## src/rtl/rgb_port_pkg.sv

```systemverilog
package rgb_port_pkg;

  // reference clock and internal oscillator period
  localparam int CLK_PERIOD_NS = 10;
  localparam int OSC_PERIOD_NS = 4630;
  localparam int OSC_DIV_CYCLES = OSC_PERIOD_NS / CLK_PERIOD_NS;
  localparam logic [3:0] ROW_LAST_CLK = 4'hf;

  localparam int PIX_W = 18;
  localparam int ADDR_W = 15;
  localparam int REG_AW = 8;

  // bus width encodings
  localparam logic [1:0] WIDTH_18 = 2'h0;
  localparam logic [1:0] WIDTH_16 = 2'h1;
  localparam logic [1:0] WIDTH_6 = 2'h2;
  localparam logic [1:0] WIDTH_BAD = 2'h3;
  localparam logic [PIX_W-1:0] MASK_16 = 18'h3effe;

  // display timing source encodings
  localparam logic [1:0] SRC_INTERNAL = 2'h0;
  localparam logic [1:0] SRC_FRAME_SYNC = 2'h2;

  // register offsets
  localparam logic [REG_AW-1:0] REG_CFG = 8'h00;
  localparam logic [REG_AW-1:0] REG_TIMING = 8'h04;
  localparam logic [REG_AW-1:0] REG_BASE = 8'h08;
  localparam logic [REG_AW-1:0] REG_STATUS = 8'h0c;

  // configuration field positions
  localparam int CFG_W = 9;
  localparam int CFG_WIDTH_LSB = 0;
  localparam int CFG_EPL_BIT = 2;
  localparam int CFG_SRC_LSB = 3;
  localparam int CFG_RAMPATH_BIT = 5;
  localparam int CFG_PARTIAL_BIT = 6;
  localparam int CFG_SCROLL_BIT = 7;
  localparam int CFG_INTERLACE_BIT = 8;

  // timing field positions
  localparam int TIM_W = 16;
  localparam int TIM_ROWS_LSB = 0;
  localparam int TIM_BP_LSB = 8;
  localparam int TIM_FP_LSB = 12;

  // status field positions
  localparam int ST_SYNC_BIT = 0;
  localparam int ST_FRONT_BIT = 1;
  localparam int ST_PHASE_LSB = 2;
  localparam int ST_WBAD_BIT = 4;
  localparam int ST_LINE_BIT = 5;
  localparam int ST_FRAME_BIT = 6;
  localparam int ST_ADDR_LSB = 16;

  // reset values: 176 rows, back porch 3, front porch 5
  localparam logic [CFG_W-1:0] CFG_RESET = 9'h000;
  localparam logic [TIM_W-1:0] TIM_RESET = 16'h53b0;
  localparam logic [ADDR_W-1:0] BASE_RESET = 15'h0000;

  typedef enum logic [1:0] {SQ_BACK, SQ_DISP, SQ_FRONT, SQ_WAIT} seq_t;

endpackage

```

## src/rtl/pix_if.sv

```systemverilog
`timescale 1ns/1ps
interface pix_if;
  import rgb_port_pkg::*;
  logic stb;
  logic [PIX_W-1:0] data;
  logic enable;
  logic skip;
  logic [1:0] phase;
  modport src(output stb, output data, output enable, output skip,
    output phase);
  modport dst(input stb, input data, input enable, input skip,
    input phase);
endinterface

```

## src/rtl/rgb_pixel_write_port.sv

```systemverilog
// Local design decisions: the plain strobed port and the address map.
`timescale 1ns/1ps
// Summary of operation
// - bus width from two bits: 18, 16 or 6 bit; 11 is no mode
// - sample lines 17..0, 17..13 with 11..1, or 17..12 by width
// - low-active enable: low writes unless skip high, address moves
// - high-active enable: high advances, writes only with skip low
// - capture timed by host frame sync and clock, display rows by the internal oscillator; line sync is only read back in status
// - six-bit mode: three clock transfers form one pixel
// - six-bit transfer counter reset on every frame sync fall
// - broken pixel count upsets sequencing until next frame
// - timing source change takes effect after current frame completes
// - frame-sync mode holds front porch until next frame sync
// - frame-sync mode forbids partial display, scroll, interlace
// - each raster row lasts sixteen internal clocks
// - frame-sync mode when source field is 10 and RAM path 0
// - write address reloaded at every frame sync fall while capture is on
module rgb_pixel_write_port
  import rgb_port_pkg::*;
#(
  parameter int OSC_DIV = OSC_DIV_CYCLES
) (
  input wire logic ref_clk,
  input wire logic rst_n,
  input wire logic [REG_AW-1:0] reg_addr,
  input wire logic [31:0] reg_wdata,
  input wire logic reg_wr,
  input wire logic reg_rd,
  output logic [31:0] reg_rdata,
  input wire logic frame_sync_n,
  input wire logic line_sync_n,
  input wire logic pixel_clock,
  input wire logic pixel_enable,
  input wire logic pixel_skip_qualifier,
  input wire logic [PIX_W-1:0] pixel_data_lines,
  output logic ram_wr_en,
  output logic [ADDR_W-1:0] ram_wr_addr,
  output logic [PIX_W-1:0] ram_wr_data,
  output logic sync_mode,
  output logic front_porch,
  output logic partial_display_en,
  output logic vertical_scroll_en,
  output logic interlace_en,
  output logic width_invalid
);
  localparam int SYNC_W = PIX_W + 5;

  typedef struct packed {
    logic [CFG_W-1:0] cfg;
    logic [TIM_W-1:0] tim;
    logic [ADDR_W-1:0] base;
    logic [31:0] rdata;
    logic [15:0] osc;
    logic [3:0] sub;
    logic [7:0] row;
    seq_t seq;
    logic act_sync;
    logic fs_d;
    logic pclk_d;
    logic [ADDR_W-1:0] addr;
    logic wr_en;
    logic [ADDR_W-1:0] wr_addr;
    logic [PIX_W-1:0] wdata;
    logic partial;
    logic scroll;
    logic interlace;
    logic front;
    logic width_bad;
  } state_t;

  state_t state_r;
  state_t state_nxt;

  logic [SYNC_W-1:0] pins_s;
  logic fs_s;
  logic ls_s;
  logic pclk_s;
  logic en_s;
  logic skip_s;
  logic [PIX_W-1:0] data_s;
  logic fs_fall;
  logic pclk_rise;
  logic [1:0] width_sel;
  logic enable_polarity;
  logic sync_req;
  logic capture_on;
  logic enable_active;
  logic osc_tick;
  logic row_end;
  logic [8:0] row_next;
  logic [7:0] disp_rows;
  logic [3:0] bp_rows;
  logic [3:0] fp_rows;
  logic disp_done;
  logic frame_done;

  pix_if pix();

  // every pin, the pixel clock included, is sampled by ref_clk
  sync_2ff #(.W(SYNC_W)) u_sync (
    .ref_clk(ref_clk),
    .rst_n(rst_n),
    .d({frame_sync_n, line_sync_n, pixel_clock, pixel_enable,
      pixel_skip_qualifier, pixel_data_lines}),
    .q(pins_s)
  );

  assign {fs_s, ls_s, pclk_s, en_s, skip_s, data_s} = pins_s;
  assign fs_fall = state_r.fs_d && !fs_s;
  assign pclk_rise = !state_r.pclk_d && pclk_s;

  assign width_sel = state_r.cfg[CFG_WIDTH_LSB +: 2];
  assign enable_polarity = state_r.cfg[CFG_EPL_BIT];
  assign sync_req = state_r.cfg[CFG_SRC_LSB +: 2] == SRC_FRAME_SYNC
    && !state_r.cfg[CFG_RAMPATH_BIT];
  assign capture_on = state_r.cfg[CFG_RAMPATH_BIT]
    && width_sel != WIDTH_BAD;
  assign enable_active = enable_polarity ? pix.enable : !pix.enable;

  pixel_assembler u_asm (
    .ref_clk(ref_clk),
    .rst_n(rst_n),
    .sample(pclk_rise),
    .restart(fs_fall),
    .width_sel(width_sel),
    .lines(data_s),
    .enable_in(en_s),
    .skip_in(skip_s),
    .pix(pix.src)
  );

  assign disp_rows = state_r.tim[TIM_ROWS_LSB +: 8];
  assign bp_rows = state_r.tim[TIM_BP_LSB +: 4];
  assign fp_rows = state_r.tim[TIM_FP_LSB +: 4];
  assign osc_tick = state_r.osc == 16'(OSC_DIV - 1);
  assign row_end = osc_tick && state_r.sub == ROW_LAST_CLK;
  assign row_next = {1'b0, state_r.row} + 9'h001;
  assign disp_done = state_r.seq == SQ_DISP && row_end
    && row_next >= {1'b0, disp_rows};
  // a frame counts as shown once its last display row is out
  assign frame_done = disp_done || state_r.seq == SQ_WAIT;

  always_comb begin
    state_nxt = state_r;
    state_nxt.wr_en = 1'b0;
    state_nxt.fs_d = fs_s;
    state_nxt.pclk_d = pclk_s;

    // register port
    if (reg_wr) begin
      case (reg_addr)
        REG_CFG: state_nxt.cfg = reg_wdata[CFG_W-1:0];
        REG_TIMING: state_nxt.tim = reg_wdata[TIM_W-1:0];
        REG_BASE: state_nxt.base = reg_wdata[ADDR_W-1:0];
        default: ;
      endcase
    end
    state_nxt.rdata = '0;
    if (reg_rd) begin
      case (reg_addr)
        REG_CFG: state_nxt.rdata[CFG_W-1:0] = state_r.cfg;
        REG_TIMING: state_nxt.rdata[TIM_W-1:0] = state_r.tim;
        REG_BASE: state_nxt.rdata[ADDR_W-1:0] = state_r.base;
        REG_STATUS: begin
          state_nxt.rdata[ST_SYNC_BIT] = state_r.act_sync;
          state_nxt.rdata[ST_FRONT_BIT] = state_r.front;
          state_nxt.rdata[ST_PHASE_LSB +: 2] = pix.phase;
          state_nxt.rdata[ST_WBAD_BIT] = state_r.width_bad;
          state_nxt.rdata[ST_LINE_BIT] = ls_s;
          state_nxt.rdata[ST_FRAME_BIT] = fs_s;
          state_nxt.rdata[ST_ADDR_LSB +: ADDR_W] = state_r.addr;
        end
        default: ;
      endcase
    end

    // internal oscillator stands in for the on-chip clock
    state_nxt.osc = osc_tick ? 16'h0000 : state_r.osc + 16'h0001;
    if (osc_tick) begin
      state_nxt.sub = state_r.sub + 4'h1;
    end

    // mode changes wait for the shown frame to finish
    if (frame_done) begin
      state_nxt.act_sync = sync_req;
    end

    // raster sequencer
    case (state_r.seq)
      SQ_BACK: begin
        if (row_end) begin
          state_nxt.row = row_next[7:0];
          if (row_next >= {5'h00, bp_rows}) begin
            state_nxt.seq = SQ_DISP;
            state_nxt.row = 8'h00;
          end
        end
      end
      SQ_DISP: begin
        if (row_end) begin
          state_nxt.row = row_next[7:0];
          if (disp_done) begin
            state_nxt.row = 8'h00;
            state_nxt.seq = state_nxt.act_sync ? SQ_WAIT : SQ_FRONT;
          end
        end
      end
      SQ_FRONT: begin
        if (row_end) begin
          state_nxt.row = row_next[7:0];
          if (row_next >= {5'h00, fp_rows}) begin
            state_nxt.seq = SQ_BACK;
            state_nxt.row = 8'h00;
          end
        end
      end
      SQ_WAIT: begin
        // parked in front porch; only a frame sync or leaving
        // frame-sync mode ends it
        if (!state_nxt.act_sync) begin
          state_nxt.seq = SQ_BACK;
          state_nxt.row = 8'h00;
          state_nxt.sub = 4'h0;
        end
      end
      default: begin
        state_nxt.seq = SQ_BACK;
        state_nxt.row = 8'h00;
      end
    endcase
    if (state_r.act_sync && fs_fall) begin
      // frame sync starts a new frame in frame-sync mode
      state_nxt.seq = SQ_BACK;
      state_nxt.row = 8'h00;
      state_nxt.sub = 4'h0;
      state_nxt.osc = 16'h0000;
    end

    // pixel writes; the reload wins over a pixel in the same cycle
    if (capture_on && fs_fall) begin
      state_nxt.addr = state_r.base;
    end else if (capture_on && pix.stb && enable_active) begin
      state_nxt.addr = state_r.addr + ADDR_W'(1);
      if (!pix.skip) begin
        state_nxt.wr_en = 1'b1;
        state_nxt.wr_addr = state_r.addr;
        state_nxt.wdata = pix.data;
      end
    end

    state_nxt.front = state_nxt.seq == SQ_FRONT
      || state_nxt.seq == SQ_WAIT;
    state_nxt.partial = state_r.cfg[CFG_PARTIAL_BIT]
      && !state_nxt.act_sync;
    state_nxt.scroll = state_r.cfg[CFG_SCROLL_BIT]
      && !state_nxt.act_sync;
    state_nxt.interlace = state_r.cfg[CFG_INTERLACE_BIT]
      && !state_nxt.act_sync;
    state_nxt.width_bad = width_sel == WIDTH_BAD;
  end

  always_ff @(posedge ref_clk) begin
    if (!rst_n) begin
      state_r <= '0;
      state_r.cfg <= CFG_RESET;
      state_r.tim <= TIM_RESET;
      state_r.base <= BASE_RESET;
      state_r.seq <= SQ_BACK;
    end else begin
      state_r <= state_nxt;
    end
  end

  assign reg_rdata = state_r.rdata;
  assign ram_wr_en = state_r.wr_en;
  assign ram_wr_addr = state_r.wr_addr;
  assign ram_wr_data = state_r.wdata;
  assign sync_mode = state_r.act_sync;
  assign front_porch = state_r.front;
  assign partial_display_en = state_r.partial;
  assign vertical_scroll_en = state_r.scroll;
  assign interlace_en = state_r.interlace;
  assign width_invalid = state_r.width_bad;
endmodule // rgb_pixel_write_port

```

## src/rtl/sync_2ff.sv

```systemverilog
`timescale 1ns/1ps
module sync_2ff #(
  parameter int W = 1
) (
  input wire logic ref_clk,
  input wire logic rst_n,
  input wire logic [W-1:0] d,
  output logic [W-1:0] q
);
  typedef struct packed {
    logic [W-1:0] meta;
    logic [W-1:0] q;
  } sync_t;

  sync_t state_r;
  sync_t state_nxt;

  always_comb begin
    state_nxt.meta = d;
    state_nxt.q = state_r.meta;
  end

  always_ff @(posedge ref_clk) begin
    if (!rst_n) begin
      state_r <= '0;
    end else begin
      state_r <= state_nxt;
    end
  end

  assign q = state_r.q;
endmodule // sync_2ff

```

## src/rtl/pixel_assembler.sv

```systemverilog
`timescale 1ns/1ps
module pixel_assembler
  import rgb_port_pkg::*;
(
  input wire logic ref_clk,
  input wire logic rst_n,
  input wire logic sample,
  input wire logic restart,
  input wire logic [1:0] width_sel,
  input wire logic [PIX_W-1:0] lines,
  input wire logic enable_in,
  input wire logic skip_in,
  pix_if.src pix
);
  typedef struct packed {
    logic [1:0] phase;
    logic [11:0] acc;
    logic stb;
    logic [PIX_W-1:0] data;
    logic enable;
    logic skip;
  } asm_t;

  asm_t state_r;
  asm_t state_nxt;

  always_comb begin
    state_nxt = state_r;
    state_nxt.stb = 1'b0;
    if (restart) begin
      // a lost transfer is only repaired here, once per frame
      state_nxt.phase = 2'h0;
    end else if (sample) begin
      case (width_sel)
        WIDTH_18: begin
          state_nxt.data = lines;
          state_nxt.stb = 1'b1;
        end
        WIDTH_16: begin
          state_nxt.data = lines & MASK_16;
          state_nxt.stb = 1'b1;
        end
        WIDTH_6: begin
          case (state_r.phase)
            2'h0: begin
              state_nxt.acc[11:6] = lines[17:12];
              state_nxt.phase = 2'h1;
            end
            2'h1: begin
              state_nxt.acc[5:0] = lines[17:12];
              state_nxt.phase = 2'h2;
            end
            default: begin
              state_nxt.data = {state_r.acc, lines[17:12]};
              state_nxt.stb = 1'b1;
              state_nxt.phase = 2'h0;
            end
          endcase
        end
        default: ; // reserved width: nothing is taken
      endcase
      state_nxt.enable = enable_in;
      state_nxt.skip = skip_in;
    end
  end

  always_ff @(posedge ref_clk) begin
    if (!rst_n) begin
      state_r <= '0;
    end else begin
      state_r <= state_nxt;
    end
  end

  assign pix.stb = state_r.stb;
  assign pix.data = state_r.data;
  assign pix.enable = state_r.enable;
  assign pix.skip = state_r.skip;
  assign pix.phase = state_r.phase;
endmodule // pixel_assembler

```

## config.mk

```make
export PLATFORM = sky130hd
export DESIGN_NAME = rgb_pixel_write_port
export DESIGN_NICKNAME = d
export VERILOG_FILES = /design/src/rtl/rgb_port_pkg.sv /design/src/rtl/pix_if.sv /design/src/rtl/rgb_pixel_write_port.sv /design/src/rtl/sync_2ff.sv /design/src/rtl/pixel_assembler.sv
export SDC_FILE = /design/constraint.sdc
export NUM_CORES = 1
export LEC_CHECK = 0
export BUFFER_PORTS_ARGS = -buffer_cell sky130_fd_sc_hd__buf_2
export CORE_MARGIN = 3
export CORE_UTILIZATION = 52
export CTS_BUF_LIST = sky130_fd_sc_hd__clkbuf_4 sky130_fd_sc_hd__clkbuf_8 sky130_fd_sc_hd__clkbuf_16
export DETAILED_ROUTE_END_ITERATION = 8
export GPL_ROUTABILITY_DRIVEN = 0
export PLACE_DENSITY = 0.8
export SYNTH_ARGS = -nofsm -noshare
export SYNTH_HDL_FRONTEND = slang
export SYNTH_HIERARCHICAL = 1
export SYNTH_SLANG_ARGS = --single-unit
```

## constraint.sdc

```tcl
create_clock -name ref_clk -period 2.6 [get_ports ref_clk]
set_input_delay 0.13 -clock ref_clk [delete_from_list [all_inputs] [get_ports ref_clk]]
set_output_delay 0.13 -clock ref_clk [all_outputs]
set_load 0.01 [all_outputs]
```

==> results.sh <==
export IMPL_critPathArrivalTime_ps=3070
export IMPL_cts_buffers=25
export IMPL_synth_seq_cells=239
export IMPL_synth_cell_type_count=77
export IMPL_grt_pass1_wl_mm=38.4
export IMPL_crit_fanout=4
export IMPL_min_path_type="input port to register"
export IMPL_design_die_area_sq_um=22300
export IMPL_yosysTopAreaCellShare_pct=44.9
export IMPL_clkLatencyLatePin_ps=520
export IMPL_power_density_nw_per_um2=633
export IMPL_drive_gt1_share_pct=24.6
export IMPL_tritoncts="done"
export IMPL_path_clk_slew_ps=60
export IMPL_ir_worst_vdd_mv=0.443
export IMPL_synth_area_sq_um=10700
export IMPL_critPathLaunch="state_r[59]"
export IMPL_drv_slew=0
export IMPL_worstSetupPathType="register to register"
export IMPL_dr_pass1_iters=6
export IMPL_routed_wl_mm=24.0
export IMPL_hold_violations=0
export IMPL_ys_warn_count=6
export IMPL_fin_crit_sh_pct=102
export IMPL_cts_htree_levels=1
export IMPL_synthArstFlopShare_pct=0
export IMPL_synth_net_count=1245
export IMPL_cp_required_ps=3010
export IMPL_root_buffer="clkbuf_16"
export IMPL_finalSetupViolCount=4
export IMPL_synth_main_ff_cell="dfxtp_1"
export IMPL_area_growth_pct=16.5
export IMPL_setup_slack_ps=-62.3
export IMPL_yosysTopAreaCell="dfxtp_1"
export IMPL_slew_headroom_pct=50.7
export IMPL_die_x_microns=149
export IMPL_worstSetupStartpointType="register"
export IMPL_rows=51
export IMPL_synth_seq_area_share_pct=44.9
export IMPL_numPortBuffers=121
export IMPL_min_from="reg_addr[1]"
export IMPL_setup_tns_ps=-138
export IMPL_synth_edf_count=0
export IMPL_grt_ovfl_total=0
export IMPL_fmax_mhz=376
export IMPL_r2r_start="state_r[59]"
export IMPL_fin_skew_ps=16.8
export IMPL_layout_nets=1327
export IMPL_rsz0062_at_grt="yes"
export IMPL_fin_crit_ps=2660
export IMPL_status="finished, violations left"
export IMPL_place_area_sq_um=11000
export IMPL_grt_usage_pct=20.9
export IMPL_routedWlPerCell_microns=15.7
export IMPL_hold_ws_ps=75.1
export IMPL_design_power_total_mw=7.87
export IMPL_avgSynthCellArea_sq_um=9.21
export IMPL_cts_sinks=239
export IMPL_die_h_microns=149
export IMPL_vias=8053
export IMPL_cap_viol_max_count=0
export IMPL_io_pins=139
export IMPL_violations="negative setup slack"
export IMPL_drt_antenna_violating_nets=0
export IMPL_grt_pass1_vias=7667
export IMPL_dp_hpwl_mm=15.7
export IMPL_grt_max_degree=172
export IMPL_antenna_found_initial=1
export IMPL_ys_top_cells_by_area="dfxtp_1, nand2_1, buf_4"
export IMPL_clk_path_buf_depth=3
export IMPL_start_util_pct=53.9
export IMPL_vias_per_cell=5.28
export IMPL_syn_inst=1158
export IMPL_fp_coreArea_sq_um=19800
export IMPL_worst_slew_pin_slew_ps=739
export IMPL_power_leakage_nw=5.09
export IMPL_endpoint_kind="register"
export IMPL_fin_area_sq_um=12400
export IMPL_drtIter0Drc=518
export IMPL_drc_errors=0
## report_power, final
group          internal [mW]  switching, mW  total [mW]  leakage, nW
sequential              3.71         0.0256        3.74         1.94
clock                   2.38           1.44        3.83        0.453
combinational          0.159          0.140       0.299         2.70
## through the flow
stage                     utilization (%)  std cells  worst slack [ps]
after CTS                            62.3       1520             -63.7
final                                62.8       1524             -62.3
after detailed placement             55.4       1429              -157
after global routing                 62.8       1524              -167
after global placement               55.4       1429             -28.4
after floorplan                         -       1158              38.5
## cells in the mapped netlist (all sizes together), types with 17 or more instances
library cell  instances
a21oi                32
nand2b               22
xor2                 18
clkbuf               41
nand2               191
nor2                 48
nand3                24
a31oi                17
and2                 77
dfxtp               239
a21boi               66
nor2b                47
buf                 105
mux2i                31
ha                   20
o221ai               22
o21ai                17
inv                  30
## worst max-delay path, stage by stage, from the launching register on
cell and delay, ps:
dfxtp_4 360, ha_4 170, xnor2_1 190, inv_1 130
ha_1 210, a211oi_2 190, o211ai_1 110, a22o_1 280
a2111oi_4 530, buf_4 210, a21oi_2 60, mux2i_1 110
## cells in the final DEF (no fill, tap or decap), drive strengths merged, types with 4 or more instances in the layout
master	n
dfxtp	239
nand2	191
buf	159
and2	77
a21boi	66
nor2	48
nor2b	47
dlygate4sd3	42
clkbuf	38
inv	32
a21oi	32
mux2i	31
nand3	24
nand2b	22
o221ai	22
ha	20
xor2	18
a31oi	17
o21ai	17
xnor2	11
and3	11
o211ai	8
nor3	8
a22oi	7
mux4	6
nand4	5
and4	5
nor3b	4
a221oi	4
## state kept, by name, summed over array words and instances, names as in the netlist, 2 cells and up
name              flops
state_r              70
reg_rdata            31
u_sync/q             23
u_sync/state_nxt     23
ram_wr_data          18
u_asm/pix.data       18
ram_wr_addr          15
u_asm/state_r        12
disp_rows             8
bp_rows               4
fp_rows               4
u_asm/pix.phase       2
## cell families after synthesis
| family | synth area share [%] |
|---|---|
| and+or+nand+nor | 22.1 |
| DFF | 44.9 |
| AOI/OAI and AO/OA | 14.4 |
| buffers and inverters | 9.71 |
| muxes | 4.18 |
| xor gates and xnor gates | 2.38 |
| adders and majority gates | 2.35 |
| other | 0.0352 |
## cell type report
class                   instances  area [sq um]
clock inverters                 7           121
inverters                      30           113
flip-flops and latches        239          4800
fillers                      1580          7350
repair buffers                201          1330
clock buffers                  38           785
multi-input cells             743          4960
well taps                     265           332
diodes                          1          2.50
## layer usage
| layer | up-vias | global-route usage (%) | wire (microns) |
|---|---|---|---|
| li1 | 3977 | - | - |
| met2 | 292 | 33.2 | 11100 |
| met1 | 3715 | 28.0 | 10300 |
| met4 | 0 | 8.83 | 988 |
| met5 | - | 0 | 0 |
| met3 | 69 | 4.04 | 1620 |
## what timing repair did
item	CTS	global route
endpoints found under the setup margin	13	14
setup buffers	4	3
hold buffers	42	0
endpoints found under the hold margin	65	0
gates resized for setup	4	16
pin swaps	8	13
## final timing paths
path / slack, ps / depth (start not counted) / endpoint
setup / recovery: -60 / 11 / sync_mode
hold / removal: 80 / 4 / reg_rdata[4]
setup reg to reg: -60 / 11 / sync_mode
hold reg to reg: 440 / 1 / u_sync/q[18]
(Power assumes the default switching activity.)
